[config.mk]
export PLATFORM = sky130hd
export DESIGN_NAME = adcsm_regs
export DESIGN_NICKNAME = d
export VERILOG_FILES = /design/src/shared/adcsm_pkg.sv /design/src/design/adcsm_regs.sv
export SDC_FILE = /design/constraint.sdc
export NUM_CORES = 1
export LEC_CHECK = 0
export BUFFER_PORTS_ARGS = -buffer_cell sky130_fd_sc_hd__buf_4
export CAP_MARGIN = 20
export CORE_MARGIN = 2
export CORE_UTILIZATION = 44
export CTS_CLUSTER_DIAMETER = 100
export DETAILED_ROUTE_END_ITERATION = 16
export PLACE_DENSITY = 0.74
export SLEW_MARGIN = 20
export SYNTH_ARGS = -nofsm -noshare
export SYNTH_HDL_FRONTEND = slang
export SYNTH_SLANG_ARGS = --single-unit
[constraint.sdc]
create_clock -name clk -period 1.1 [get_ports clk]
set_input_delay 0.22 -clock clk [delete_from_list [all_inputs] [get_ports clk]]
set_output_delay 0.22 -clock clk [all_outputs]
set_load 0.02 [all_outputs]
[src/shared/adcsm_pkg.sv]
package adcsm_pkg;

	// register command port
	localparam int ADDR_W = 5;
	localparam int DATA_W = 8;

	// register offsets
	localparam logic [ADDR_W-1:0] ADDR_CONDITION_FLAGS = 5'h01;
	localparam logic [ADDR_W-1:0] ADDR_INPUT_SELECTOR  = 5'h02;

	// reset values
	localparam logic [DATA_W-1:0] RST_INPUT_SELECTOR = 8'h01;
	localparam logic              RST_POWER_ON_FLAG  = 1'b1;
	localparam logic              RST_NOT_READY      = 1'b0;
	localparam logic [3:0]        RST_RAIL_FLAGS     = 4'h0;
	localparam logic [1:0]        RST_REF_FLAGS      = 2'h0;
	localparam logic [DATA_W-1:0] RD_DATA_IDLE       = 8'h00;

	// condition flag bit positions
	localparam int BIT_POWER_ON    = 7;
	localparam int BIT_NOT_READY   = 6;
	localparam int BIT_RAIL_MSB    = 5;
	localparam int BIT_RAIL_LSB    = 2;
	localparam int BIT_REF_THIRD   = 1;
	localparam int BIT_REF_MISSING = 0;

	// input selector fields
	localparam int POS_SEL_MSB = 7;
	localparam int POS_SEL_LSB = 4;
	localparam int NEG_SEL_MSB = 3;
	localparam int NEG_SEL_LSB = 0;

	// input selection codes
	localparam logic [3:0] CODE_LAST_SIX    = 4'h5;
	localparam logic [3:0] CODE_LAST_TWELVE = 4'hb;
	localparam logic [3:0] CODE_COMMON      = 4'hc;

	// reference monitor enable field
	localparam int REF_EN_THIRD_BIT = 1;

	// raw level vector layout, as it enters the synchroniser
	localparam int RAW_W           = 9;
	localparam int RAW_POWER_ON    = 8;
	localparam int RAW_NOT_READY   = 7;
	localparam int RAW_RAIL_MSB    = 6;
	localparam int RAW_RAIL_LSB    = 3;
	localparam int RAW_REF_THIRD   = 2;
	localparam int RAW_REF_MISSING = 1;
	localparam int RAW_TWELVE_CH   = 0;
	localparam logic [RAW_W-1:0] RST_RAW = 9'h000;

endpackage : adcsm_pkg

[src/design/adcsm_regs.sv]
// Overview of operation
// - power-on flag sets on reset, host clears
// - bit 6 high while start-up pending
// - bit 5: positive output near top rail
// - bit 4: positive output near bottom rail
// - bit 3: negative output near top rail
// - bit 2: negative output near bottom rail
// - bit 1: reference below third of span
// - bit 0: reference missing below low threshold
// - rail flags only while rail monitor enabled
// - reference flags only as field enables
// - bits 7:4 positive select, reset 0000
// - bits 3:0 negative select, reset 0001
// - codes six to eleven need twelve channels
// - reached only by register commands; reset restores
`timescale 1ns/1ps

module adcsm_regs (
	input  wire logic                           clk,
	input  wire logic                           reset,
	// register command port from the serial engine
	input  wire logic                           cmd_read,
	input  wire logic                           cmd_write,
	input  wire logic [adcsm_pkg::ADDR_W-1:0]   cmd_addr,
	input  wire logic [adcsm_pkg::DATA_W-1:0]   cmd_wdata,
	output logic      [adcsm_pkg::DATA_W-1:0]   rd_data,
	output logic                                rd_valid,
	// enables held in neighbouring registers, same clock
	input  wire logic                           rail_monitor_enable,
	input  wire logic [1:0]                     reference_monitor_enable,
	// analog and supervisor levels, asynchronous
	input  wire logic                           power_on_event_raw,
	input  wire logic                           startup_pending_raw,
	input  wire logic                           pos_out_near_top_rail_raw,
	input  wire logic                           pos_out_near_bottom_rail_raw,
	input  wire logic                           neg_out_near_top_rail_raw,
	input  wire logic                           neg_out_near_bottom_rail_raw,
	input  wire logic                           reference_below_third_raw,
	input  wire logic                           reference_missing_raw,
	input  wire logic                           twelve_channel_strap,
	// converter input selection and the power-on flag
	output logic      [3:0]                     positive_input_select,
	output logic      [3:0]                     negative_input_select,
	output logic                                positive_select_valid,
	output logic                                negative_select_valid,
	output logic                                power_on_event_flag
);

	logic [adcsm_pkg::RAW_W-1:0]  raw_vec;
	logic [adcsm_pkg::RAW_W-1:0]  sync_meta_reg;
	logic [adcsm_pkg::RAW_W-1:0]  sync_reg;
	logic                         not_ready_reg;
	logic [3:0]                   rail_flags_reg;
	logic [1:0]                   ref_flags_reg;
	logic [adcsm_pkg::DATA_W-1:0] input_selector_reg;
	logic [adcsm_pkg::DATA_W-1:0] input_selector_next;
	logic [adcsm_pkg::DATA_W-1:0] condition_byte;
	logic                         hit_flags;
	logic                         hit_selector;
	logic                         por_clear;
	logic                         por_seen;
	logic                         twelve_ch;

	// true when a selection code names an input that exists on this variant
	function automatic logic code_exists(input logic [3:0] code, input logic twelve);
		logic ok;
		ok = 1'b0;
		if (code <= adcsm_pkg::CODE_LAST_SIX) begin
			ok = 1'b1;
		end else if (code <= adcsm_pkg::CODE_LAST_TWELVE) begin
			ok = twelve;
		end else if (code == adcsm_pkg::CODE_COMMON) begin
			ok = 1'b1;
		end
		return ok;
	endfunction : code_exists

	assign raw_vec = {power_on_event_raw,
		startup_pending_raw,
		pos_out_near_top_rail_raw,
		pos_out_near_bottom_rail_raw,
		neg_out_near_top_rail_raw,
		neg_out_near_bottom_rail_raw,
		reference_below_third_raw,
		reference_missing_raw,
		twelve_channel_strap};

	// all asynchronous levels pass two flops before use
	always_ff @(posedge clk) begin
		if (reset) begin
			sync_meta_reg <= adcsm_pkg::RST_RAW;
			sync_reg      <= adcsm_pkg::RST_RAW;
		end else begin
			sync_meta_reg <= raw_vec;
			sync_reg      <= sync_meta_reg;
		end
	end

	assign por_seen  = sync_reg[adcsm_pkg::RAW_POWER_ON];
	assign twelve_ch = sync_reg[adcsm_pkg::RAW_TWELVE_CH];

	assign hit_flags    = (cmd_addr == adcsm_pkg::ADDR_CONDITION_FLAGS);
	assign hit_selector = (cmd_addr == adcsm_pkg::ADDR_INPUT_SELECTOR);

	// a written 0 clears; a written 1 leaves the flag alone
	assign por_clear = cmd_write && hit_flags && !cmd_wdata[adcsm_pkg::BIT_POWER_ON];

	// set wins over a clear in the same cycle
	always_ff @(posedge clk) begin
		if (reset) begin
			power_on_event_flag <= adcsm_pkg::RST_POWER_ON_FLAG;
		end else if (por_seen) begin
			power_on_event_flag <= 1'b1;
		end else if (por_clear) begin
			power_on_event_flag <= 1'b0;
		end
	end

	always_ff @(posedge clk) begin
		if (reset) begin
			not_ready_reg <= adcsm_pkg::RST_NOT_READY;
		end else begin
			not_ready_reg <= sync_reg[adcsm_pkg::RAW_NOT_READY];
		end
	end

	// live monitors, gated by their enables; they follow the comparators, not sticky
	always_ff @(posedge clk) begin
		if (reset) begin
			rail_flags_reg <= adcsm_pkg::RST_RAIL_FLAGS;
			ref_flags_reg  <= adcsm_pkg::RST_REF_FLAGS;
		end else begin
			rail_flags_reg <= sync_reg[adcsm_pkg::RAW_RAIL_MSB:adcsm_pkg::RAW_RAIL_LSB]
				& {4{rail_monitor_enable}};
			ref_flags_reg[1] <= sync_reg[adcsm_pkg::RAW_REF_THIRD]
				& reference_monitor_enable[adcsm_pkg::REF_EN_THIRD_BIT];
			ref_flags_reg[0] <= sync_reg[adcsm_pkg::RAW_REF_MISSING]
				& (|reference_monitor_enable);
		end
	end

	assign condition_byte = {power_on_event_flag, not_ready_reg, rail_flags_reg, ref_flags_reg};

	always_comb begin
		input_selector_next = input_selector_reg;
		if (cmd_write && hit_selector) begin
			input_selector_next = cmd_wdata;
		end
	end

	always_ff @(posedge clk) begin
		if (reset) begin
			input_selector_reg <= adcsm_pkg::RST_INPUT_SELECTOR;
		end else begin
			input_selector_reg <= input_selector_next;
		end
	end

	// field outputs and validity share one edge so they always agree
	always_ff @(posedge clk) begin
		if (reset) begin
			positive_input_select <= adcsm_pkg::RST_INPUT_SELECTOR[adcsm_pkg::POS_SEL_MSB:
				adcsm_pkg::POS_SEL_LSB];
			negative_input_select <= adcsm_pkg::RST_INPUT_SELECTOR[adcsm_pkg::NEG_SEL_MSB:
				adcsm_pkg::NEG_SEL_LSB];
			positive_select_valid <= 1'b1;
			negative_select_valid <= 1'b1;
		end else begin
			positive_input_select <= input_selector_next[adcsm_pkg::POS_SEL_MSB:
				adcsm_pkg::POS_SEL_LSB];
			negative_input_select <= input_selector_next[adcsm_pkg::NEG_SEL_MSB:
				adcsm_pkg::NEG_SEL_LSB];
			positive_select_valid <= code_exists(
				input_selector_next[adcsm_pkg::POS_SEL_MSB:adcsm_pkg::POS_SEL_LSB],
				twelve_ch);
			negative_select_valid <= code_exists(
				input_selector_next[adcsm_pkg::NEG_SEL_MSB:adcsm_pkg::NEG_SEL_LSB],
				twelve_ch);
		end
	end

	// snapshot at the command edge so one read is one coherent byte
	always_ff @(posedge clk) begin
		if (reset) begin
			rd_data  <= adcsm_pkg::RD_DATA_IDLE;
			rd_valid <= 1'b0;
		end else if (cmd_read && hit_flags) begin
			rd_data  <= condition_byte;
			rd_valid <= 1'b1;
		end else if (cmd_read && hit_selector) begin
			rd_data  <= input_selector_reg;
			rd_valid <= 1'b1;
		end else begin
			rd_data  <= adcsm_pkg::RD_DATA_IDLE;
			rd_valid <= 1'b0;
		end
	end
endmodule : adcsm_regs

== After elaboration in Yosys (flattened, before gate mapping) ==
Cells that the tools add are included.

* $add $sub $neg: 0
* Multiply operators: 0
* Divide/modulo/power cells: 0
* Magnitude comparators: 4
* Equal/unequal tests: 4
* Shifts and indexed selects: 0
* Mux-type cells: 9
* Bitwise logic cells: 3
* Reduce and logical (&&, ||, !) cells: 10

{| class="wikitable"
|+ Operators with widths
! operator !! count
|-
| $mux 8 || 3
|-
| $eq 4x4->1 const B || 2
|-
| $le 4x3->1 const B || 2
|-
| $le 4x4->1 const B || 2
|-
| $reduce_or 2->1 || 4
|-
| $mux 1 || 6
|-
| $eq 5x1->1 const B || 1
|-
| $eq 5x2->1 const B || 1
|-
| $logic_and 1x1->1 || 5
|-
| $and 4x4->4 || 1
|-
| $and 1x1->1 || 2
|-
| $logic_not 1->1 || 1
|}

* Register bits after elaboration: 53
* Bits in latches: 0
* Memory bits (writable): 0
* ROM bits: 0
* Input bits: 29
* Output and inout bits: 20
* Logic and storage cells: 43
* Memories kept: 0

== Longest topological paths before layout ==
Gate-level depths: netlist of run 1.

* Depth after elaboration: 6
* Gate-level depth with buffers: 6
* Depth with buffers taken out: 4

== Worst setup path before layout of run 1 ==
No wires, ideal clock.

* Kind: flip-flop to flip-flop
* From: register input_selector_reg[7] in the netlist's numbering
* To: register positive_select_valid
* Library setup time: 0.121 ns
* Arrival: 0.961 ns
* Required time: 0.979 ns
* Slack: 0.018 ns
* Stages on the path, launching flop included: 5
* Path buffers: 0
* Period minus slack after synthesis: 1.082 ns
* Cells stage by stage: dfxtp_1 -> nor3b_1 -> a31oi_1 -> a31oi_1 -> o21ai_1

* Longest elaborated chain between the ends: 4
* Elaborated cells between the ends (all ways): 7
* Classes of those cells: order compare: 2; eq/ne: 1; mux: 3; reduce/logical: 1

{| class="wikitable"
|+ Ends and longest elaborated chain
! what !! RTL line !! source
|-
| start: declaration || adcsm_regs.sv:55 || <nowiki>logic [adcsm_pkg::DATA_W-1:0] input_selector_reg;</nowiki>
|-
| start signal: assignment || adcsm_regs.sv:153 || <nowiki>input_selector_reg <= adcsm_pkg::RST_INPUT_SELECTOR;</nowiki>
|-
| start signal: assignment || adcsm_regs.sv:155 || <nowiki>input_selector_reg <= input_selector_next;</nowiki>
|-
| $mux 8 (*) || adcsm_regs.sv:146 || <nowiki>if (cmd_write && hit_selector) begin</nowiki>
|-
| branches (longest 3 deep; another with $le 4x4->1) || n/a ||
|-
| end signal: assignment || adcsm_regs.sv:173 || <nowiki>positive_select_valid <= code_exists(</nowiki>
|-
| end: declaration || adcsm_regs.sv:44 || <nowiki>output logic positive_select_valid,</nowiki>
|}

Every way passes the cells marked *.
A chain may end at the register's enable or synchronous reset.

==> metrics.yaml, run 1 <==
setup_viol: 1
ff2ff_path_depth: 5
cts-root-buf: "clkbuf_4"
timing.fmax_mhz: 906
cpLargestDelayFamily: "flip-flops"
num_vias: 1246
combPwrFrac_pct: 7.8
drc: 0
crit_path_top_delay_cell: "dfxtp_4"
power_density_nw_per_um2: 1320
endpoint: "negative_input_select[2]"
required_ps: 880
avgViaCountPerCell: 4.89
insertion_delay_ps: 350
reg2reg_slack_ps: 30
fin_crit_sh_pct: 100
max-clock-path-buffers: 2
fin_worst_skew_ps: 4.44
leakage_nw: 0.993
tightest_slew_ps: 230
yosysUniqueCellTypes: 26
hp-start: "twelve_channel_strap"
ys_warn_count: 0
cap_violations: 0
r2r-start: "input_selector_reg[3]$_SDFF_PP0_"
crit_chain: "buf_6"
coreArea_um2: 3310
intPower_mw: 2.33
fill_cells: 272
switching_power_mw: 0.614
r2r_end: "negative_select_valid$_SDFF_PP1_"
status: "finished, violations left"
dieHeight_um: 62.6
cp-end-kind: "output pin"
port_buffers: 48
worst_slack_ps: -3.39
maxSlewHeadroom_pct: 84.6
yosysTopAreaCell: "dfxtp_1"
drtIter0Drc: 45
critPathLaunch: "input_selector_reg[2]$_SDFF_PP0_"
syn-num-nets: 167
placed_area_um2: 1990
cp.buffers_inverters: 1
critPathArrivalTime_ps: 880
ys_seq_elements: 45
die_x_um: 62.6
die_area_um2: 3920
gp_congestion: 0.812
min_period_ps: 1100
p_total_mw: 2.94
cts_buffers: 5
final_nets: 237
grt_max_degree: 34
rsz0062_at_grt: "true"
drive_gt1_share_pct: 45.9
violations: "negative setup slack"
vdd_drop_max_mv: 0.772
synthCells: 138
worstSetupStartpointType: "flip-flop"
ant_nets: 0
cts_tree: "built"
cts_hold_buf: 0
hpwl_mm: 2.25
cts-htree-levels: 2
grt_overflow: 0
num_rows: 21
diodes: 0
crit_cells: 1
clkPwrFrac_pct: 35.5
synth.top_cell.area_share_pct: 59.7
firstDrtPassIters: 4
clock-sinks: 45
crit_fanout: 6
synth_area_per_cell_um2: 10.9
ios: 49
antenna_found_initial: 0
yosysSeqAreaShare_pct: 59.7
synth_area_leaders: "dfxtp_1, nor2b_1, mux2i_1"
grt_usage_pct: 18.6
worstHoldPathType: "in2reg"
max_stage_delay_ps: 410
seq_power_share_pct: 56.7
maxSlewViolCount: 0
p_sw_share_pct: 20.9
initial_utilization_pct: 45.6
finalHoldViolCount: 0
wl_per_cell_um: 13.3
grt_pass1_wl_mm: 5.56
area_delta_synth_final_pct: 47.3
timing_worst_setup_path_type: "reg2out"
grt_pass1_vias: 1182
syn_area_um2: 1510
clk_pin_slew_ps: 120
final_area_um2: 2220
wl_mm: 3.40
==> power by group through the flow <==
stage | clock network, mW | registers [mW] | logic (mW)
floorplan | 0 | 1.72 | 0.0875
global placement | 0 | 1.72 | 0.211
detailed placement | 0 | 1.72 | 0.217
CTS | 1.07 | 1.67 | 0.223
global route | 1.15 | 1.67 | 0.250
finish | 1.04 | 1.67 | 0.230
==> worst min path at each step <==
stage | to | slack, ps | cells after the start
after floorplan | sync_reg[5]$_SDFF_PP0_ | 290 | 1
after global placement | power_on_event_flag$_SDFFE_PP1P_ | 400 | 1
after detailed placement | rail_flags_reg[2]$_SDFF_PP0_ | 410 | 1
after CTS | sync_meta_reg[4]$_SDFF_PP0_ | 50 | 2
after global routing | sync_meta_reg[0]$_SDFF_PP0_ | 30 | 2
final | sync_meta_reg[0]$_SDFF_PP0_ | 70 | 2
==> layout make-up <==
| class | instances | area [µm²] | share of cell area (%) |
|---|---|---|---|
| flip-flops and latches | 45 | 926 | 41.6 |
| clock buffers | 6 | 51.3 | 2.31 |
| repair buffers | 69 | 573 | 25.8 |
| well taps | 46 | 57.6 | 2.59 |
| clock inverters | 2 | 37.5 | 1.69 |
| multi-input cells | 85 | 572 | 25.7 |
| inverters | 2 | 7.51 | 0.337 |
==> placed cells by master, fill, tap and decap left out, types with 2 or more instances in the layout <==
cell,count
mux2i_1,7
buf_6,8
o211ai_1,2
nand2_1,2
nor2b_1,21
dfxtp_2,5
buf_12,2
a22oi_1,8
dfxtp_1,35
and2_1,4
a31oi_1,6
dfxtp_4,5
nor3b_1,2
clkbuf_4,5
a21oi_1,2
o21ai_1,2
buf_4,59
nor2_1,17
==> synth_stat cells <==
master / instances
dfxtp_1: 45
nor2b_1: 21
nor2_1: 17
a22oi_1: 8
mux2i_1: 7
a31oi_1: 6
and2_1: 4
clkbuf_1: 3
nor3b_1: 3
a21oi_1: 2
buf_6: 2
inv_1: 2
nand2_1: 2
o211ai_1: 2
o21ai_0: 2
o21ai_1: 2
a211o_1: 1
a211o_2: 1
and3b_1: 1
buf_2: 1
nand3_4: 1
nand3b_2: 1
nand4b_1: 1
nor2b_2: 1
nor3_4: 1
o21ba_2: 1
==> what timing repair did <==
item / CTS / global route
pin swaps: 0 / 2
resized for setup: 17 / 10
setup endpoints to repair: 9 / 11
hold endpoints to repair: 0 / 0
setup buffers: 9 / 3
==> metal layers <==
| layer | up-vias | track usage (%) | share of wire [%] |
|---|---|---|---|
| met2 | 61 | 35.5 | 54 |
| met5 | - | 0 | 0 |
| met1 | 567 | 18.6 | 37 |
| met3 | 10 | 6.49 | 7.4 |
| met4 | 0 | 5.83 | 2.1 |
| li1 | 608 | - | - |
==> stage by stage <==
| stage | worst slack [ps] | instances | setup TNS [ps] | util (%) | hold slack (ps) |
|---|---|---|---|---|---|
| final | -3.39 | 255 | -3.39 | 67.2 | 67.5 |
| after global routing | -45.0 | 255 | -145 | 67.2 | 27.5 |
| after CTS | -19.9 | 252 | -19.9 | 65.7 | 51.7 |
| after detailed placement | -152 | 236 | -1900 | 60.1 | 412 |
| after global placement | -90.3 | 236 | -1220 | 60.1 | 397 |
| after floorplan | 17.8 | 138 | 0 | - | 292 |
==> kinds of logic (layout without fill, tap and decap cells) <==
logic type	after synthesis	count (layout)	synth area share [%]
AO/OA/AOI/OAI	25	25	11.4
flip-flops	45	45	59.7
buffers and inverters	8	79	3.07
AND/OR/NAND/NOR	53	53	21.3
multiplexers	7	7	4.64
(Power assumes the default switching activity.)
==> run 2, diff against run 1 <==
BUFFER_PORTS_ARGS = unset   (was -buffer_cell sky130_fd_sc_hd__buf_4)
CORE_UTILIZATION = 54   (was 44)
DONT_BUFFER_PORTS = 1   (was unset)
PLACE_DENSITY = 0.72   (was 0.74)
SLEW_MARGIN = unset   (was 20)
==> run 2 against run 1 <==
The run still ends with negative setup slack left. Hold slack got worse by 60 ps. Maximum frequency shrank 6.0%. Clock power decreased by 24%. Final cell count decreased by 16%. Critical path depth rose by 1. Core utilization up 6.9 points. Clock-buffer cell count fell by 1. Die area fell by 17%. Global-route usage rose by 2.9 points. Via count shrank 5.8%. Register-to-register slack got worse by 70 ps. Worst setup slack got worse by 70 ps. Critical path type unchanged. Largest power group unchanged.
==> metrics.yaml, run 2 (same netlist as run 1, synthesis figures left out) <==
status: "finished, violations left"
violations: "negative setup slack"
grt_overflow: 0  # unchanged
max-clock-path-buffers: 2  # unchanged
leakage_nw: 0.860  # -13%
cts_tree: "built"
cts-htree-levels: 2  # unchanged
firstDrtPassIters: 4  # unchanged
maxSlewViolCount: 0  # unchanged
grt_pass1_vias: 1127  # -4.7%
diodes: 0  # unchanged
cap_violations: 0  # unchanged
area_delta_synth_final_pct: 33.0
whs_ps: 7.22  # -60.3 ps
cp.buffers_inverters: 2  # +1
final_nets: 211  # -11%
initial_utilization_pct: 55.7  # +10 points
finalHoldViolCount: 0  # unchanged
max_stage_delay_ps: 350  # -60 ps
clk_pin_slew_ps: 130  # about the same
wl_per_cell_um: 15.3  # +14%
setup_viol: 2  # +1
fin_worst_skew_ps: 8.84  # +4.40 ps
timing_worst_setup_path_type: "reg2out"
tightest_slew_ps: 764  # +534 ps
timing.fmax_mhz: 852  # -6.0%
grt_usage_pct: 21.5  # +2.9 points
fin_crit_sh_pct: 107  # +6.4 points
num_vias: 1174  # -5.8%
antenna_found_initial: 0  # unchanged
avgViaCountPerCell: 5.49  # +12%
rsz0062_at_grt: "true"
p_total_mw: 2.64  # -10%
port_buffers: 0  # -100%
ant_nets: 0  # unchanged
drtIter0Drc: 52  # +16%
drc: 0  # unchanged
worstSetupStartpointType: "flip-flop"
worst_slack_ps: -73.4  # -70.0 ps
gp_congestion: 0.853  # +5.1%
grt_max_degree: 21  # -38%
min_period_ps: 1170  # +70.0 ps
cts-root-buf: "clkbuf_4"
hpwl_mm: 1.92  # -15%
power_density_nw_per_um2: 1310  # -0.64%
insertion_delay_ps: 360  # about the same
clock-sinks: 45  # unchanged
wl_mm: 3.27  # -4.1%
drive_gt1_share_pct: 28.4  # -18 points
final_util_pct: 74.1  # +6.9 points
vdd_drop_max_mv: 1.09  # +41%
cts_buffers: 5  # unchanged
grt_pass1_wl_mm: 5.15  # -7.3%
cp-end-kind: "output pin"
crit_chain: "buf_6 > buf_6"
maxSlewHeadroom_pct: 49.1  # -36 points
critPathArrivalTime_ps: 950  # +70 ps
ios: 49  # unchanged
crit_path_top_delay_cell: "dfxtp_2"
num_rows: 19  # -9.5%
die_area_um2: 3240  # -17%
crit_fanout: 2  # -4
coreArea_um2: 2710  # -18%
final_cell_mix: "dfxtp_1, nor2b_1, nor2_1, dlygate4sd3_1, buf_4"
dieHeight_um: 56.9  # -9.1%
worstHoldPathType: "in2reg"
final_common_cell: "dfxtp_1"
die_x_um: 56.9  # -9.1%
cpMostUsedCell: "buf_6"
cpLargestDelayFamily: "flip-flops"
required_ps: 880  # about the same
[run 2: cell types whose count changed in the layout (fill, tap and decap cells not counted), sizes merged]
cell | previous run | this run
dlymetal6s4s | 0 | 1
buf | 69 | 25
clkinv | 0 | 1
dlygate4sd3 | 0 | 17
inv | 2 | 3
bufinv | 1 | 0
clkbuf | 6 | 5
[run 2: layout make-up]
type | instances | area [µm²]
sequential | 45 | 916
clock buffer | 5 | 37.5
inverter | 2 | 7.51
tap | 31 | 38.8
multi-input combinational | 85 | 579
timing repair buffer | 43 | 408
clock inverter | 3 | 21.3
fill | 179 | 702
[run 2: routing by layer]
metal  global-route usage, %  wire (µm)  up-vias
li1                        -          -      555
met1                    23.6       1210      525
met2                    35.3       1640       72
met3                    8.53        238       22
met4                    11.3        172        0
met5                       0          0        -
[run 2: final timing paths]
path | startpoint | end | slack (ps) | cells after the start
max | input_selector_reg[3]$_SDFF_PP0_ | negative_input_select[3] | -70 | 2
min | cmd_wdata[5] | input_selector_reg[5]$_SDFF_PP0_ | 7 | 2
max reg2reg | input_selector_reg[3]$_SDFF_PP0_ | negative_select_valid$_SDFF_PP1_ | -40 | 5
min reg2reg | sync_reg[4]$_SDFF_PP0_ | rail_flags_reg[1]$_SDFF_PP0_ | 440 | 1
[run 2: metrics by stage]
stage	instance area, µm²	cells	setup TNS [ps]	setup slack (ps)
2_1_floorplan	1510	138	0	17.8
3_5_place_dp	1630	179	-42.0	-13.0
4_1_cts	1970	215	-317	-58.4
5_1_grt	2010	214	-367	-116
3_3_place_gp	1630	179	0	20.5
6_report	2010	214	-116	-73.4
[run 2: report_power, final]
group / internal, mW / switching, mW / total, mW / leakage, nW
Combinational: 0.0995 / 0.0708 / 0.170 / 0.458
Sequential: 1.67 / 0.0145 / 1.68 / 0.370
Clock: 0.253 / 0.534 / 0.787 / 0.0316
[run 2: what timing repair did]
item,in CTS,in global routing
endpoints found under the hold margin,31,2
hold buffers,19,1
pin swaps,0,3
endpoints found under the setup margin,8,30
setup buffers,9,0
resized for setup,12,14
